--- src/hw/ccr_defs.svh ---
// offsets, field positions, reset values and counts of the cycle router
`ifndef CCR_DEFS_SVH
`define CCR_DEFS_SVH
`define CCR_IO_CADDR_W  14'h033E
`define CCR_IO_CDATA_W  14'h033F
`define CCR_CADDR_WMASK 32'h80FF_FFFC
`define CCR_CADDR_RST   32'h0000_0000
`define CCR_ALL_ONES    32'hFFFF_FFFF
`define CCR_EN_BIT      31
`define CCR_BUS_LO      16
`define CCR_DEV_LO      11
`define CCR_FN_LO       8
`define CCR_REG_LO      2
`define CCR_DEV_HUB     5'h00
`define CCR_DEV_PEA     5'h02
`define CCR_DEV_PEA1    5'h03
`define CCR_DEV_EXT     5'h08
`define CCR_OFF_ID      6'h00
`define CCR_OFF_CLASS   6'h02
`define CCR_OFF_HDR     6'h03
`define CCR_OFF_BUSNUM  6'h06
`define CCR_OFF_ERRLOG  6'h10
`define CCR_OFF_ERRCMD  6'h11
`define CCR_OFF_SCRATCH 6'h10
`define CCR_OFF_DEVEN   6'h38
`define CCR_OFF_STAT    6'h39
`define CCR_EN_FN1      0
`define CCR_EN_PEA      1
`define CCR_EN_PEA1     2
`define CCR_EN_EXT      3
`define CCR_SEC_LO      8
`define CCR_SUB_LO      16
`define CCR_PRIM_BUS    8'h00
`define CCR_BUS_RST     8'h00
`define CCR_DEVEN_RST   4'hF
`define CCR_ERRCMD_RST  8'h00
`define CCR_ERRLOG_RST  8'h00
`define CCR_DEVID_BASE  16'h3500
`define CCR_REV_CODE    8'h01
`define CCR_CLASS_HOST  24'h060000
`define CCR_CLASS_BRG   24'h060400
`define CCR_CLASS_OTHER 24'h088000
`define CCR_HDR_MULTI   8'h80
`define CCR_HDR_BRG     8'h01
`define CCR_HDR_PLAIN   8'h00
`define CCR_PIN_W       13
`define CCR_STRAP_CNT   3'h4
`endif

--- src/hw/ccr_pkg.sv ---
// types shared by the configuration cycle router files
package ccr_pkg;
  typedef enum logic [1:0] {
    CCR_K_IO   = 2'b00,
    CCR_K_CFG0 = 2'b01,
    CCR_K_CFG1 = 2'b10
  } ccr_kind_t;

  typedef enum logic [2:0] {
    CCR_R_IO    = 3'b000,
    CCR_R_LOCAL = 3'b001,
    CCR_R_HIDE  = 3'b010,
    CCR_R_HUB   = 3'b011,
    CCR_R_PCIE  = 3'b100
  } ccr_route_t;

  typedef struct packed {
    logic        valid;
    logic        write;
    logic        port;
    ccr_kind_t   kind;
    logic [31:0] addr;
    logic [3:0]  be;
    logic [31:0] data;
  } ccr_fwd_t;

  typedef struct packed {
    logic       strap_x8;
    logic [7:0] err;
    logic [1:0] trained;
    logic [1:0] pop;
  } ccr_pins_t;
endpackage

--- src/hw/ccr_router.sv ---
// configuration cycle router: address latch, decode, local space, forwarding
// Function
// - reset loads defaults, some from straps
// - sticky error log survives hard reset
// - error log sticky, error command not
// - five identification fields are read-only
// - internal devices at 0.0, 0.1, 2, 3, 8
// - hidden device reads ones, drops writes
// - untrained or empty port hides its bridge
// - x8 port A hides port A1 bridge
// - disabled interface reads ones, aborts writes
// - eight functions, 256 bytes each
// - only address/data window mechanism exists
// - enable bit gates configuration cycles
// - data window maps to selected dword
// - bus field decoded, zero means bus 0
// - enabled internal targets never leave device
// - absent bus 0 devices go hub Type 0
// - unclaimed nonzero bus goes hub Type 1
// - bridge bus numbers steer port routing
// - secondary bus match gives port Type 0
// - deeper bus in range gives port Type 1
// - narrow address access passes as I/O
//
// The address-and-strobe port and the address map were chosen for this implementation.
`include "ccr_defs.svh"
module ccr_router #(
  parameter logic [15:0] VENDOR_CODE = 16'h1B5A // arbitrary value
) (
  // clock and resets
  input  wire logic               clk_sys_in,
  input  wire logic               arst_n_in,
  input  wire logic               pwrgood_rst_n_in,
  // host i/o port
  input  wire logic [15:0]        io_addr_in,
  input  wire logic [3:0]         io_be_in,
  input  wire logic [31:0]        io_wdata_in,
  input  wire logic               io_wr_in,
  input  wire logic               io_rd_in,
  output logic      [31:0]        io_rdata_out,
  output logic                    io_abort_out,
  // legacy hub link
  output ccr_pkg::ccr_fwd_t       hub_req_out,
  input  wire logic [31:0]        hub_rdata_in,
  // pci express ports
  output ccr_pkg::ccr_fwd_t       pcie_req_out,
  input  wire logic [31:0]        pcie_rdata_in,
  // pins
  input  wire logic [1:0]         pcie_pop_in,
  input  wire logic [1:0]         pcie_trained_in,
  input  wire logic [7:0]         err_event_in,
  input  wire logic               strap_x8_in,
  // error reporting
  output logic                    err_report_out
);
  import ccr_pkg::*;

  typedef struct packed {
    logic [31:0] cfg_addr;
    logic [31:0] rdata;
    logic [1:0]  fwd_rd;
    logic        abort;
    ccr_fwd_t    hub;
    ccr_fwd_t    pcie;
    logic [3:0]  dev_en;
    logic [7:0]  err_cmd;
    logic [31:0] scratch;
    logic [2:0]  strap_cnt;
    logic        strap_done;
    logic        x8;
    logic        err_rep;
  } ccr_state_t;

  localparam ccr_state_t STATE_RST = '{
    cfg_addr: `CCR_CADDR_RST,
    hub:      '0,
    pcie:     '0,
    dev_en:   `CCR_DEVEN_RST,
    err_cmd:  `CCR_ERRCMD_RST,
    default:  '0
  };

  ccr_state_t  state_reg;
  ccr_state_t  state_next;
  logic [7:0]  err_log_reg;
  logic [7:0]  err_log_next;
  logic [7:0]  log_clr;
  ccr_pins_t   pins_raw;
  ccr_pins_t   pins_q;
  logic        is_ca;
  logic        is_cd;
  logic        acc;
  logic        cfge;
  logic [7:0]  bus;
  logic [4:0]  dev;
  logic [2:0]  fn;
  logic [5:0]  rix;
  logic [2:0]  lfn;
  logic        exists;
  logic        visible;
  logic        loc_wr;
  logic [1:0]  vis_br;
  logic [1:0]  br_hit;
  logic [1:0]  br_hit0;
  logic [1:0]  br_hit1;
  logic [1:0]  br_wr;
  logic [1:0][31:0] br_rd;
  logic [23:0] class_code;
  logic [7:0]  hdr_type;
  logic [31:0] loc_rd;
  ccr_route_t  route;
  ccr_fwd_t    fwd;

  function automatic logic [31:0] be_merge(input logic [31:0] old_v,
                                           input logic [31:0] new_v,
                                           input logic [3:0]  be);
    logic [31:0] m;
    m = {{8{be[3]}}, {8{be[2]}}, {8{be[1]}}, {8{be[0]}}};
    return (old_v & ~m) | (new_v & m);
  endfunction

  assign pins_raw = {strap_x8_in, err_event_in, pcie_trained_in, pcie_pop_in};

  ccr_sync3 #(
    .W (`CCR_PIN_W)
  ) u_sync (
    .clk_sys_in (clk_sys_in),
    .arst_n_in  (arst_n_in),
    .d_in       (pins_raw),
    .q_out      (pins_q)
  );

  // only the two dword ports of the address/data mechanism are claimed
  assign is_ca = (io_addr_in[15:2] == `CCR_IO_CADDR_W);
  assign is_cd = (io_addr_in[15:2] == `CCR_IO_CDATA_W);
  assign acc   = io_wr_in | io_rd_in;
  assign cfge  = state_reg.cfg_addr[`CCR_EN_BIT];
  assign bus   = state_reg.cfg_addr[`CCR_BUS_LO +: 8];
  assign dev   = state_reg.cfg_addr[`CCR_DEV_LO +: 5];
  assign fn    = state_reg.cfg_addr[`CCR_FN_LO +: 3];
  assign rix   = state_reg.cfg_addr[`CCR_REG_LO +: 6];

  assign vis_br[0] = state_reg.dev_en[`CCR_EN_PEA] & pins_q.pop[0] &
                     pins_q.trained[0];
  assign vis_br[1] = state_reg.dev_en[`CCR_EN_PEA1] & pins_q.pop[1] &
                     pins_q.trained[1] & ~state_reg.x8;
  assign br_hit    = (br_hit0 | br_hit1) & vis_br;

  // internal function map on bus 0
  always_comb begin
    lfn     = 3'h0;
    exists  = 1'b1;
    visible = 1'b1;
    if (dev == `CCR_DEV_HUB && fn == 3'h0) begin
      lfn = 3'h0;
    end else if (dev == `CCR_DEV_HUB && fn == 3'h1) begin
      lfn     = 3'h1;
      visible = state_reg.dev_en[`CCR_EN_FN1];
    end else if (dev == `CCR_DEV_PEA && fn == 3'h0) begin
      lfn     = 3'h2;
      visible = vis_br[0];
    end else if (dev == `CCR_DEV_PEA1 && fn == 3'h0) begin
      lfn     = 3'h3;
      visible = vis_br[1];
    end else if (dev == `CCR_DEV_EXT && fn == 3'h0) begin
      lfn     = 3'h4;
      visible = state_reg.dev_en[`CCR_EN_EXT];
    end else begin
      exists = 1'b0;
    end
  end

  always_comb begin
    route = CCR_R_IO;
    if (is_cd && cfge) begin
      if (bus == 8'h00) begin
        if (!exists) begin
          route = CCR_R_HUB;
        end else if (!visible) begin
          route = CCR_R_HIDE;
        end else begin
          route = CCR_R_LOCAL;
        end
      end else if (|br_hit) begin
        route = CCR_R_PCIE;
      end else begin
        route = CCR_R_HUB;
      end
    end
  end

  assign loc_wr   = io_wr_in && (route == CCR_R_LOCAL);
  assign br_wr[0] = loc_wr && (lfn == 3'h2) && (rix == `CCR_OFF_BUSNUM);
  assign br_wr[1] = loc_wr && (lfn == 3'h3) && (rix == `CCR_OFF_BUSNUM);

  for (genvar g = 0; g < 2; g++) begin : g_br
    ccr_vbridge u_br (
      .clk_sys_in (clk_sys_in),
      .arst_n_in  (arst_n_in),
      .wr_in      (br_wr[g]),
      .be_in      (io_be_in),
      .wdata_in   (io_wdata_in),
      .rd_out     (br_rd[g]),
      .bus_in     (bus),
      .hit0_out   (br_hit0[g]),
      .hit1_out   (br_hit1[g])
    );
  end

  // identification fields are constants, so writes cannot reach them
  always_comb begin
    if (lfn == 3'h2 || lfn == 3'h3) begin
      class_code = `CCR_CLASS_BRG;
      hdr_type   = `CCR_HDR_BRG;
    end else if (lfn == 3'h4) begin
      class_code = `CCR_CLASS_OTHER;
      hdr_type   = `CCR_HDR_PLAIN;
    end else begin
      class_code = `CCR_CLASS_HOST;
      hdr_type   = `CCR_HDR_MULTI;
    end
  end

  // unimplemented offsets of a present function read zero
  always_comb begin
    loc_rd = 32'h0000_0000;
    if (rix == `CCR_OFF_ID) begin
      loc_rd = {`CCR_DEVID_BASE | {13'h0000, lfn}, VENDOR_CODE};
    end else if (rix == `CCR_OFF_CLASS) begin
      loc_rd = {class_code, `CCR_REV_CODE};
    end else if (rix == `CCR_OFF_HDR) begin
      loc_rd = {8'h00, hdr_type, 16'h0000};
    end else if (lfn == 3'h0 && rix == `CCR_OFF_DEVEN) begin
      loc_rd = {28'h0000000, state_reg.dev_en};
    end else if (lfn == 3'h0 && rix == `CCR_OFF_STAT) begin
      loc_rd = {27'h0000000, state_reg.x8, pins_q.trained, pins_q.pop};
    end else if (lfn == 3'h1 && rix == `CCR_OFF_ERRLOG) begin
      loc_rd = {24'h000000, err_log_reg};
    end else if (lfn == 3'h1 && rix == `CCR_OFF_ERRCMD) begin
      loc_rd = {24'h000000, state_reg.err_cmd};
    end else if ((lfn == 3'h2 || lfn == 3'h3) &&
                 rix == `CCR_OFF_BUSNUM) begin
      loc_rd = br_rd[lfn[0]];
    end else if (lfn == 3'h4 && rix == `CCR_OFF_SCRATCH) begin
      loc_rd = state_reg.scratch;
    end
  end

  always_comb begin
    state_next            = state_reg;
    state_next.hub.valid  = 1'b0;
    state_next.pcie.valid = 1'b0;
    state_next.abort      = 1'b0;
    state_next.fwd_rd     = 2'b00;
    state_next.err_rep    = |(err_log_reg & state_reg.err_cmd);
    fwd = '{valid: 1'b1, write: io_wr_in, port: 1'b0, kind: CCR_K_CFG0,
            addr: state_reg.cfg_addr, be: io_be_in, data: io_wdata_in};
    // strap is taken one edge after the filtered pin is valid
    if (!state_reg.strap_done) begin
      state_next.strap_cnt = state_reg.strap_cnt + 3'h1;
      if (state_reg.strap_cnt == `CCR_STRAP_CNT) begin
        state_next.strap_done = 1'b1;
        state_next.x8         = pins_q.strap_x8;
      end
    end
    if (acc) begin
      case (route)
        CCR_R_IO: begin
          if (is_ca && io_be_in == 4'hF) begin
            if (io_wr_in) begin
              state_next.cfg_addr = io_wdata_in & `CCR_CADDR_WMASK;
            end else begin
              state_next.rdata = state_reg.cfg_addr;
            end
          end else begin
            fwd.kind            = CCR_K_IO;
            fwd.addr            = {16'h0000, io_addr_in};
            state_next.hub      = fwd;
            state_next.fwd_rd   = {1'b0, io_rd_in};
          end
        end
        CCR_R_LOCAL: begin
          if (io_rd_in) begin
            state_next.rdata = loc_rd;
          end else begin
            if (lfn == 3'h0 && rix == `CCR_OFF_DEVEN && io_be_in[0]) begin
              state_next.dev_en = io_wdata_in[3:0];
            end
            if (lfn == 3'h1 && rix == `CCR_OFF_ERRCMD && io_be_in[0]) begin
              state_next.err_cmd = io_wdata_in[7:0];
            end
            if (lfn == 3'h4 && rix == `CCR_OFF_SCRATCH) begin
              state_next.scratch = be_merge(state_reg.scratch,
                                            io_wdata_in, io_be_in);
            end
          end
        end
        CCR_R_HIDE: begin
          state_next.rdata = `CCR_ALL_ONES;
          state_next.abort = 1'b1;
        end
        CCR_R_HUB: begin
          fwd.kind          = (bus == 8'h00) ? CCR_K_CFG0 : CCR_K_CFG1;
          state_next.hub    = fwd;
          state_next.fwd_rd = {1'b0, io_rd_in};
        end
        default: begin
          // port A wins if software sets overlapping ranges
          fwd.port          = ~br_hit[0];
          fwd.kind          = br_hit0[fwd.port] ? CCR_K_CFG0 : CCR_K_CFG1;
          state_next.pcie   = fwd;
          state_next.fwd_rd = {io_rd_in, 1'b0};
        end
      endcase
    end
  end

  always_ff @(posedge clk_sys_in or negedge arst_n_in) begin
    if (!arst_n_in) begin
      state_reg <= STATE_RST;
    end else begin
      state_reg <= state_next;
    end
  end

  // error log keeps its own reset so a hard reset cannot wipe it
  assign log_clr = (loc_wr && lfn == 3'h1 && rix == `CCR_OFF_ERRLOG &&
                    io_be_in[0]) ? io_wdata_in[7:0] : 8'h00;
  assign err_log_next = (err_log_reg & ~log_clr) | pins_q.err;

  always_ff @(posedge clk_sys_in or negedge pwrgood_rst_n_in) begin
    if (!pwrgood_rst_n_in) begin
      err_log_reg <= `CCR_ERRLOG_RST;
    end else begin
      err_log_reg <= err_log_next;
    end
  end

  // far-end answers pass straight through in the answer cycle
  assign io_rdata_out   = state_reg.fwd_rd[0] ? hub_rdata_in :
                          state_reg.fwd_rd[1] ? pcie_rdata_in :
                          state_reg.rdata;
  assign io_abort_out   = state_reg.abort;
  assign hub_req_out    = state_reg.hub;
  assign pcie_req_out   = state_reg.pcie;
  assign err_report_out = state_reg.err_rep;
endmodule

--- src/hw/ccr_sync3.sv ---
// three-flop pin synchroniser that accepts a change once stages agree
module ccr_sync3 #(
  parameter int W = 1
) (
  // clock and reset
  input  wire logic         clk_sys_in,
  input  wire logic         arst_n_in,
  // pins in, filtered levels out
  input  wire logic [W-1:0] d_in,
  output logic      [W-1:0] q_out
);
  import ccr_pkg::*;

  typedef struct packed {
    logic [W-1:0] s1;
    logic [W-1:0] s2;
    logic [W-1:0] s3;
    logic [W-1:0] q;
  } ccr_sync_t;

  ccr_sync_t    state_reg;
  ccr_sync_t    state_next;
  logic [W-1:0] agree;

  // s1 feeds only s2; the filter looks at s2 and s3 alone
  assign agree = ~(state_reg.s2 ^ state_reg.s3);

  always_comb begin
    state_next    = state_reg;
    state_next.s1 = d_in;
    state_next.s2 = state_reg.s1;
    state_next.s3 = state_reg.s2;
    state_next.q  = (agree & state_reg.s3) | (~agree & state_reg.q);
  end

  always_ff @(posedge clk_sys_in or negedge arst_n_in) begin
    if (!arst_n_in) begin
      state_reg <= '0;
    end else begin
      state_reg <= state_next;
    end
  end

  assign q_out = state_reg.q;
endmodule

--- src/hw/ccr_vbridge.sv ---
// virtual bridge bus-number registers and downstream range decode
`include "ccr_defs.svh"
module ccr_vbridge (
  // clock and reset
  input  wire logic        clk_sys_in,
  input  wire logic        arst_n_in,
  // register access
  input  wire logic        wr_in,
  input  wire logic [3:0]  be_in,
  input  wire logic [31:0] wdata_in,
  output logic      [31:0] rd_out,
  // range decode
  input  wire logic [7:0]  bus_in,
  output logic             hit0_out,
  output logic             hit1_out
);
  import ccr_pkg::*;

  typedef struct packed {
    logic [7:0] sec;
    logic [7:0] sub;
  } ccr_vb_t;

  ccr_vb_t state_reg;
  ccr_vb_t state_next;

  always_comb begin
    state_next = state_reg;
    if (wr_in && be_in[1]) begin
      state_next.sec = wdata_in[`CCR_SEC_LO +: 8];
    end
    if (wr_in && be_in[2]) begin
      state_next.sub = wdata_in[`CCR_SUB_LO +: 8];
    end
  end

  always_ff @(posedge clk_sys_in or negedge arst_n_in) begin
    if (!arst_n_in) begin
      state_reg <= '{sec: `CCR_BUS_RST, sub: `CCR_BUS_RST};
    end else begin
      state_reg <= state_next;
    end
  end

  // primary side always sits on bus 0, so that byte is fixed
  assign rd_out = {8'h00, state_reg.sub, state_reg.sec, `CCR_PRIM_BUS};
  assign hit0_out = (bus_in != 8'h00) && (bus_in == state_reg.sec);
  assign hit1_out = (bus_in != 8'h00) && (bus_in > state_reg.sec) &&
                    (bus_in <= state_reg.sub);
endmodule
--- config.mk ---
export PLATFORM = sky130hd
export DESIGN_NAME = ccr_router
export DESIGN_NICKNAME = d
export VERILOG_FILES = /design/src/hw/ccr_pkg.sv /design/src/hw/ccr_router.sv /design/src/hw/ccr_sync3.sv /design/src/hw/ccr_vbridge.sv
export VERILOG_INCLUDE_DIRS = /design/src /design/src/hw
export SDC_FILE = /design/constraint.sdc
export NUM_CORES = 1
export LEC_CHECK = 0
export BUFFER_PORTS_ARGS = -buffer_cell sky130_fd_sc_hd__buf_2
export CAP_MARGIN = 10
export CORE_UTILIZATION = 50
export DETAILED_ROUTE_END_ITERATION = 12
export PLACE_DENSITY = 0.76
export RECOVER_POWER = 50
export SETUP_SLACK_MARGIN = 0.4
export SLEW_MARGIN = 0
export SYNTH_ARGS = -nofsm -noshare
export SYNTH_HDL_FRONTEND = slang
export SYNTH_SLANG_ARGS = --single-unit
--- constraint.sdc ---
create_clock -name clk_sys_in -period 3.2 [get_ports clk_sys_in]
set_clock_uncertainty 0.1 [all_clocks]
set_input_delay 0.16 -clock clk_sys_in [delete_from_list [all_inputs] [get_ports clk_sys_in]]
set_output_delay 0.16 -clock clk_sys_in [all_outputs]
set_load 0.05 [all_outputs]
; ---- Word level (Yosys, flattened, before mapping)
; Index checks and enable logic that the tools add are counted.
; W data, S select, Z words.
[totals]
elab_cells = 211
input_bits = 134
regBits = 337
[classes]
reduce_logical = 55
n_bitwise = 27
magnitude_cmp = 6
n_eq_ne = 28
addsub = 1
n_mux = 60
[op_table]
columns = cell, count
row1 = $mux W32, 16
row2 = $mux W193, 1
row3 = $mux W73, 2
row4 = $pmux W73 S2, 1
row5 = $pmux W32 S3, 1
row6 = $mux W44, 2
row7 = $and A32 B32 Y32, 2
row8 = $mux W20, 2
row9 = $logic_and A1 B1 Y1, 33
row10 = $mux W8, 4
row11 = $not A32 Y32, 1
row12 = $or A32 B32 Y32, 1
row13 = $eq A14 B10 Y1 const B, 2
row14 = $and A13 B13 Y13, 2
row15 = $not A13 Y13, 2
row16 = $mux W24, 1
row17 = $mux W3, 8
row18 = $and A8 B8 Y8, 2
row19 = $eq A8 B8 Y1, 2
row20 = $gt A8 B8 Y1, 2
row21 = $le A8 B8 Y1, 2
row22 = $reduce_and A4 Y1, 4
row23 = $mux W1, 14
row24 = $or A13 B13 Y13, 1
row25 = other kinds (38), 69

; ---- Logic depth before layout (Yosys ltp)
; Gate-level depths: netlist (run 1).
[depth]
word_depth = 20
mapped_depth = 12
mapped_depth_nobuf = 11

; ---- Cells and area by module
; Synthesis (run 1) repeated with hierarchy kept, for this count alone.
[hier_totals]
cells_unflattened = 1686
hier_area_um2 = 16737.3
[by_module_without_submodules]
columns = module, area_each_um2, cells_each, instances, seq_area_each_um2
row1 = ccr_router, 12839.8, 1386, 1, 6135.9
row2 = ccr_vbridge, 1176.1, 111, 2, 400.4
row3 = ccr_sync3, 1545.2, 78, 1, 1301.2

; ---- Worst setup path before layout (run 1)
; Ideal clock, no wire load.
[synth_path]
path_type = register -> register
startpoint = register state_reg (netlist bit bus[1])
endpoint = register state_reg (netlist bit hub_req_out[26])
setup_ns = 0.125
t_required_ns = 2.975
synth_period_minus_slack_ns = 3.018
path_slack_ns = 0.182
n_path_buf = 2
path_stages_with_launch = 12
arrival_time_ns = 2.793
path_cell_list = dfrtp_1 ha_1 nor2b_1 o211ai_1 a211o_1 a222oi_1 o21ai_1 nand4_1 and2_1 buf_2 buf_2 mux2_2
[synth_between]
elab_chain_cells = 12
elab_cells_between_ends = 26
classes_between = order compare: 4 / eq/ne: 4 / mux: 4 / bitwise: 2 / reduce/logical: 12
[synth_rtl]
columns = item, line
row1 = "start, declared", ccr_router.sv:83  ; ccr_state_t state_reg;
row2 = "start signal, assigned", ccr_router.sv:322  ; state_reg <= state_next;
row3 = $gt A8 B8 Y1 or $reduce_bool A8 Y1 (tied branches), "ccr_vbridge.sv:48, ccr_vbridge.sv:47"
row4 = $logic_and A1 B1 Y1 (2 in series), ccr_vbridge.sv:48  ; assign hit1_out = (bus_in != 8'h00) && (bus_in > state_reg.sec) &&
row5 = $or A2 B2 Y2, ccr_router.sv:147  ; assign br_hit = (br_hit0 | br_hit1) & vis_br;
row6 = $and A2 B2 Y2, ccr_router.sv:147
row7 = $reduce_or A2 Y1, ccr_router.sv:184  ; end else if (|br_hit) begin
row8 = $mux W3, ccr_router.sv:184
row9 = $mux W3 *, ccr_router.sv:176  ; if (bus == 8'h00) begin
row10 = $mux W3 *, ccr_router.sv:175  ; if (is_cd && cfge) begin
row11 = $eq A3 B2 Y1 or $logic_not A3 Y1 (tied branches), ccr_router.sv:267  ; case (route)
row12 = $reduce_bool A2 Y1 (no line) or $ne A2 B2 Y1 (tied branches), -
row13 = $reduce_and A3 Y1 (no line), -
; Every way passes the cells marked *; elsewhere a longest branch is shown, timed or not.
; A chain may end at the register's enable or synchronous reset.

; ---- Worst setup path after layout (run 1)
[layout_path]
startpoint = register state_reg (netlist bit bus[7])
endpoint = register state_reg (netlist bit pcie_req_out[48])
[layout_between]
elab_chain_cells = 13
elab_cells_between_ends = 27
classes_between = order compare: 4 / eq/ne: 5 / mux: 3 / bitwise: 3 / reduce/logical: 12
[layout_rtl]
columns = item, line
row1 = $gt A8 B8 Y1 or $reduce_bool A8 Y1 (tied branches), "ccr_vbridge.sv:48, ccr_vbridge.sv:47"
row2 = $logic_and A1 B1 Y1 (2 in series), ccr_vbridge.sv:48
row3 = $or A2 B2 Y2, ccr_router.sv:147
row4 = $and A2 B2 Y2, ccr_router.sv:147
row5 = $reduce_or A2 Y1, ccr_router.sv:184
row6 = $mux W3, ccr_router.sv:184
row7 = $mux W3 *, ccr_router.sv:176
row8 = $mux W3 *, ccr_router.sv:175
row9 = $eq A3 B1 Y1 (tied with other cells), ccr_router.sv:267
row10 = $reduce_or A4 Y1 (no line) *, -
row11 = $not A1 Y1 (no line) *, -
row12 = $reduce_and A2 Y1 (no line) *, -
; Marks and branches as above.

==> key figures, run 1 <==
Run status
  – Status: finished with violations
  – Failing checks: max-capacitance violations, max-slew violations

Setup path
  – Worst path bufs/invs: 5
  – CP max stage cell: dfrtp_2
  – Critical Path Most Common Cell: buf_6
  – Flop2flop setup slack: 0.01 ns
  – Setup crit end kind: register
  – Origin of the critical flop-to-flop path: bus[7]
  – Startpoint types: register
  – Crit path cell chain: buf_6 > ha_4 > nand4_1 > nor2_2 > a211oi_2 > a211oi_2 > o31ai_4 > a211oi_4 > buf_6 > buf_6 > buf_16 > buf_12 > mux2_4
  – R2R depth: 13
  – Reg-to-Reg End: pcie_req_out[48]
  – Critical Path Max Stage Delay: 0.50 ns
  – Top cell family by delay on the critical path: compound AO/OA/AOI/OAI gates
  – Data required, critical path: 3.51 ns
  – Setup Crit Path Kind: register to register
  – Crit Path Max Fanout: 7
  – Crit path DAT: 3.50 ns

Die
  – Die Ht: 180 um
  – Initial core utilization: 51.4%
  – I/O pins: 314
  – Core area: 30,900 um^2
  – Std cell rows: 64
  – Die area: 32,500 um^2
  – Die width: 180 um

Worst hold path
  – Hold path cells: 2
  – End point of the worst hold path: pcie_req_out[33]
  – Hold Path Origin: io_be_in[1]
  – HP Class: input port to register

Synthesis
  – Main area contributors after synthesis: dfrtp_1 (51%), mux2_2 (14%), buf_4 (6.9%)
  – Commonest cells post-synth: dfrtp_1 (325), mux2_2 (195), buf_4 (146)
  – Share of the synthesized area in the top cell type: 51.2%
  – Avg Synthesized Cell Area: 11.5 um^2
  – Yosys warns: 0
  – Seq/Total Area, Yosys: 51.8%
  – Ys flop type: dfrtp_1
  – Top-count cell post-synth: dfrtp_1
  – Synth Register Bits: 329
  – Cell Area, Synth: 15,900 um^2
  – Synth area leader: dfrtp_1
  – Post-synth EDFFs: 0
  – Yosys cell types: 73
  – Async set or reset register ratio after synthesis: 100%
  – Synthesized instance count: 1,382

Global routing
  – First-pass GRT wire length: 72,800 um
  – Initial antenna violation count: 0
  – GR Overflow Total: 0
  – Vias in the first global route: 12,407
  – Overall global routing resource usage: 29.2%
  – Largest net degree at the start of global routing: 82

Power and ir drop
  – Max VDD drop: 476 uV
  – Power Dens Cells: 440 nW/um^2
  – P_leak: 10.4 nW
  – Total Power: 9.53 mW

Finish
  – Fin util: 70.1%
  – Net count, final: 1,922
  – Filler Cell Count: 2,111
  – Layout cells sized above 1: 47.0%
  – Max FFs per register: 83
  – Ant diodes: 0
  – Area Growth Syn to Fin: 36.3%
  – Final instance area: 21,700 um^2

Timing
  – Relative slew margins: -45.9%
  – Crit path time final: 3.19 ns
  – Final setup viols: 0
  – Setup TNS Final: 0 ns
  – Period utilization: 99.6%
  – RSZ-0062 raised after global routing: true
  – FMAX: 0.314 GHz
  – Hold_ws: 0.0838 ns
  – Worst Tran Pin Value: 2.19 ns
  – Final Hold Violating Endpoints: 0
  – Pins Over Slew Limit: 80

Route
  – Initial DRC Count: 945
  – Pre-antenna DRT Iters: 6
  – WL final: 50,800 um
  – DR vias: 12,378
  – Remaining antenna violation count: 0
  – Vias/cell: 5.68
  – Drt wl/cell: 23.3 um
  – DRC violations left: 0

Job
  – MaxCap Viol Count: 1

Clock tree
  – # H-tree levels: 2
  – Clk root buf: clkbuf_16
  – Worst-Skew Late Latency: 0.53 ns
  – TritonCTS clock tree: yes
  – Clk buf depth: 3
  – Sink Count: 329
  – Clock Pin Slew Worst Setup and Hold Paths: 0.06 ns
  – CTS Buf Count: 36

Placed design
  – PortBufs: 296
  – Global placement routability congestion: 0.955
  – Placed instance area: 17,500 um^2
  – DP HPWL: 33,100 um
worst max-delay path by stage:
stage	slack [ns]	cells after the start	to	start
after global placement	0.007	10	state_reg[43]	bus[1]
final	0.01	13	pcie_req_out[48]	bus[7]
after floorplan	0.24	9	pcie_req_out[14]	bus[1]
after CTS	0.13	13	pcie_req_out[11]	bus[1]
after detailed placement	-0.05	10	pcie_req_out[43]	bus[0]
after global routing	-0.09	14	pcie_req_out[48]	bus[1]
cells in the final DEF (no fill, tap or decap), drive strengths merged, types with 3 or more instances in the layout:
master       synthesis  layout
mux2               197     197
a221oi               6       6
nor2b                7       7
o221a               13      13
mux2i               34      34
or3                  9       9
dlygate4sd3          0      69
inv                 51      54
dfrtp              325     325
conb                 1      17
o21ai              105     105
ha                  34      34
a22oi                6       6
dfstp                4       4
and3                 4       4
o22ai               13      13
maj3                13      13
a21o                16      16
clkinv               1       6
nand4b               5       5
nor2                38      38
o211ai               4       4
a21oi               37      37
nor3                17      17
clkbuf              37      78
nand4               15      15
nor4                 5       5
nand2b               6       6
a222oi               3       3
nand3b               7       7
nand3               23      23
nor3b                3       3
o21a                 5       5
buf                169     432
bufinv               0       3
a211oi              17      17
and2                 4       4
nand2              117     117
cell type report:
type	instances	area, um^2	share of cell area, %
clock buffer	55	1070	4.95
timing repair buffer	524	4110	19.0
clock inverter	11	168	0.774
multi-input combinational	811	7360	34.0
sequential	329	8250	38.1
inverter	52	205	0.947
tap	396	495	2.29
cells by family (layout without fill, tap and decap cells):
family                     Yosys count  in the layout  synth area share, %
adders and majority gates           47             47                 3.49
AOI/OAI and AO/OA                  247            247                 9.97
DFF                                329            329                 51.8
xor gates and xnor gates             2              2                0.110
muxes                              231            231                 16.1
other                                1             17               0.0236
buffers and inverters              258            642                 9.72
and+or+nand+nor                    267            267                 8.72
power breakdown:
part / total, mW / switching, mW / leakage (nW) / internal (mW)
logic: 0.924 / 0.627 / 5.57 / 0.296
clock network: 4.28 / 1.70 / 0.610 / 2.58
registers: 4.32 / 0.0591 / 4.25 / 4.26
per-stage QoR:
stage / instances / setup slack, ns
floorplan: 1398 / 0.241
global placement: 1970 / 0.00742
detailed placement: 1970 / -0.0534
CTS: 2142 / 0.131
global route: 2178 / -0.0859
finish: 2178 / 0.0134
metal layers:
metal | global-route usage (%) | up-vias | routed length, um
li1 | - | 5474 | -
met3 | 6.00 | 115 | 4000
met4 | 10.5 | 0 | 2010
met2 | 48.1 | 622 | 24200
met5 | 0 | - | 0
met1 | 38.3 | 6167 | 20500
timing repair:
item                       CTS  global route
gates resized for setup     88           278
pin swaps                   19            51
hold endpoints to repair   291             0
setup buffers               35            22
gates cloned                 2            14
setup endpoints to repair  242           245
hold buffers                69             0
Power figures use the tool's default switching activity.
==> run 2: changes to the inputs <==
Settings changed: CTS_BUF_LIST set to sky130_fd_sc_hd__clkbuf_16.
==> key figures, run 2 (synthesis results as in run 1) <==
Global routing
  – Initial antenna violation count: 1
  – Vias in the first global route: 12,257
  – Overall global routing resource usage: 28.8%
  – Largest net degree at the start of global routing: 82
  – GR Overflow Total: 0
  – First-pass GRT wire length: 71,900 um

Die
  – Die width: 180 um
  – Die Ht: 180 um
  – Std cell rows: 64
  – Die area: 32,500 um^2
  – Initial core utilization: 51.4%
  – I/O pins: 314
  – Core area: 30,900 um^2

Route
  – Remaining antenna violation count: 0
  – Vias/cell: 5.69
  – DR vias: 12,328
  – Initial DRC Count: 1,081
  – Pre-antenna DRT Iters: 5
  – WL final: 49,400 um
  – DRC violations left: 0
  – Drt wl/cell: 22.8 um

Timing
  – Crit path time final: 3.13 ns
  – Final worst slack: 0.0677 ns
  – Final Hold Violating Endpoints: 0
  – Relative slew margins: -47.1%
  – Final setup viols: 0
  – FMAX: 0.319 GHz
  – RSZ-0062 raised after global routing: true
  – Pins Over Slew Limit: 80
  – Worst Tran Pin Value: 2.21 ns
  – Period utilization: 97.9%

Placed design
  – DP HPWL: 33,100 um
  – PortBufs: 296
  – Placed instance area: 17,500 um^2
  – Pre-CTS setup slack: -0.0534 ns
  – Global placement routability congestion: 0.955

Worst hold path
  – Hold Path Origin: io_be_in[2]
  – End point of the worst hold path: hub_req_out[34]
  – HP Class: input port to register
  – Hold path cells: 2

Finish
  – Most frequent cells in the layout: dfrtp_1 (313), buf_2 (266), mux2_2 (128)
  – Filler Cell Count: 2,259
  – Final instance area: 20,700 um^2
  – Register Area: 8250 um^2
  – Layout cells sized above 1: 42.6%
  – Fin util: 67.0%
  – Commonest non-fill, non-tap cell in the layout: dfrtp_1
  – Area Growth Syn to Fin: 30.2%
  – Net count, final: 1,908
  – Max FFs per register: 83
  – Multi-input gate area: 6850 um^2

Clock tree
  – CTS Buf Count: 36
  – Sink Count: 329
  – Worst-Skew Late Latency: 0.53 ns
  – Clk root buf: clkbuf_16
  – Clock Pin Slew Worst Setup and Hold Paths: 0.06 ns
  – Clk buf depth: 3
  – # H-tree levels: 2
  – TritonCTS clock tree: yes

Setup path
  – Crit path DAT: 3.43 ns
  – Critical Path Max Stage Delay: 0.51 ns
  – Startpoint types: register
  – CP max stage cell: dfrtp_2
  – Data required, critical path: 3.49 ns
  – Crit Path Max Fanout: 6
  – Setup crit end kind: register
  – Origin of the critical flop-to-flop path: bus[7]
  – Crit path cell chain: buf_6 > ha_1 > nand4_1 > nor2_2 > a211oi_2 > a211oi_4 > o31ai_4 > a211oi_4 > buf_6 > clkbuf_16 > mux2_2
  – Reg-to-Reg End: pcie_req_out[16]
  – R2R depth: 11
  – Flop2flop setup slack: 0.07 ns
  – Setup Crit Path Kind: register to register

Run status
  – Status: finished with violations
  – Failing checks: max-capacitance violations, max-slew violations

Power and ir drop
  – Max VDD drop: 482 uV
  – Power Dens Cells: 444 nW/um^2
  – P_leak: 9.86 nW

Job
  – MaxCap Viol Count: 1
run 2: changes by cell type in the layout (fill, tap and decap cells not counted), sizes merged:
cell    before  now
buf        432  400
clkbuf      78   77
clkinv       6   17
diode        0    1
inv         54   62
run 2: cell type report:
| type | instances | area share [%] |
|---|---|---|
| sequential | 329 | 39.9 |
| multi-input combinational | 811 | 33.1 |
| tap | 396 | 2.39 |
| inverter | 52 | 0.979 |
| antenna | 1 | 0.0121 |
| clock inverter | 30 | 1.15 |
| timing repair buffer | 510 | 18.1 |
| clock buffer | 36 | 4.35 |
run 2: worst max path at each step:
stage,start,endpoint,slack [ns],cells past startpoint
floorplan,bus[1],pcie_req_out[14],0.24,9
global placement,bus[1],state_reg[43],0.007,10
detailed placement,bus[0],pcie_req_out[43],-0.05,10
CTS,bus[1],pcie_req_out[52],0.18,11
global route,bus[1],pcie_req_out[12],0.008,11
finish,bus[7],pcie_req_out[16],0.07,11
run 2: what timing repair did:
action | 4_1_cts | 5_1_grt
hold buffers | 69 | 0
setup buffers | 28 | 15
resized for setup | 60 | 118
endpoints found under the hold margin | 291 | 0
cloned | 1 | 15
setup endpoints to repair | 242 | 244
pin swaps | 12 | 23
run 2: critical path, delay by kind of cell, from the launching register on:
kind                       cells  cell delay, ns
DFF                            1            0.51
muxes                          1            0.33
adders and majority gates      1            0.29
buffers and inverters          3            0.56
and+or+nand+nor                2            0.34
AOI/OAI and AO/OA              4            0.87
run 2: metrics by stage:
| step | std cells | TNS [ns] | hold slack (ns) | total power, mW |
|---|---|---|---|---|
| after detailed placement | 1970 | -0.811 | -0.0847 | 5.20 |
| after global placement | 1970 | 0 | -0.0872 | 5.18 |
| final | 2165 | 0 | 0.0290 | 9.19 |
| after CTS | 2134 | 0 | 0.000381 | 9.24 |
| after floorplan | 1398 | 0 | -0.236 | 4.95 |
| after global routing | 2165 | 0 | 0.00493 | 9.47 |
run 2: where the power goes:
group | switching [mW] | internal [mW]
registers | 0.0565 | 4.26
logic | 0.618 | 0.271
clock network | 1.67 | 2.31
total | 2.35 | 6.84
run 2: layer usage:
metal  share of wire, %  routed length, um  track usage (%)  up-vias
met5                  0                  0                0        -
met3                7.2               3540             5.27      114
met4                3.8               1890             9.57        0
li1                   -                  -                -     5470
met2                 47              23400             47.6      628
met1                 42              20600             38.3     6116
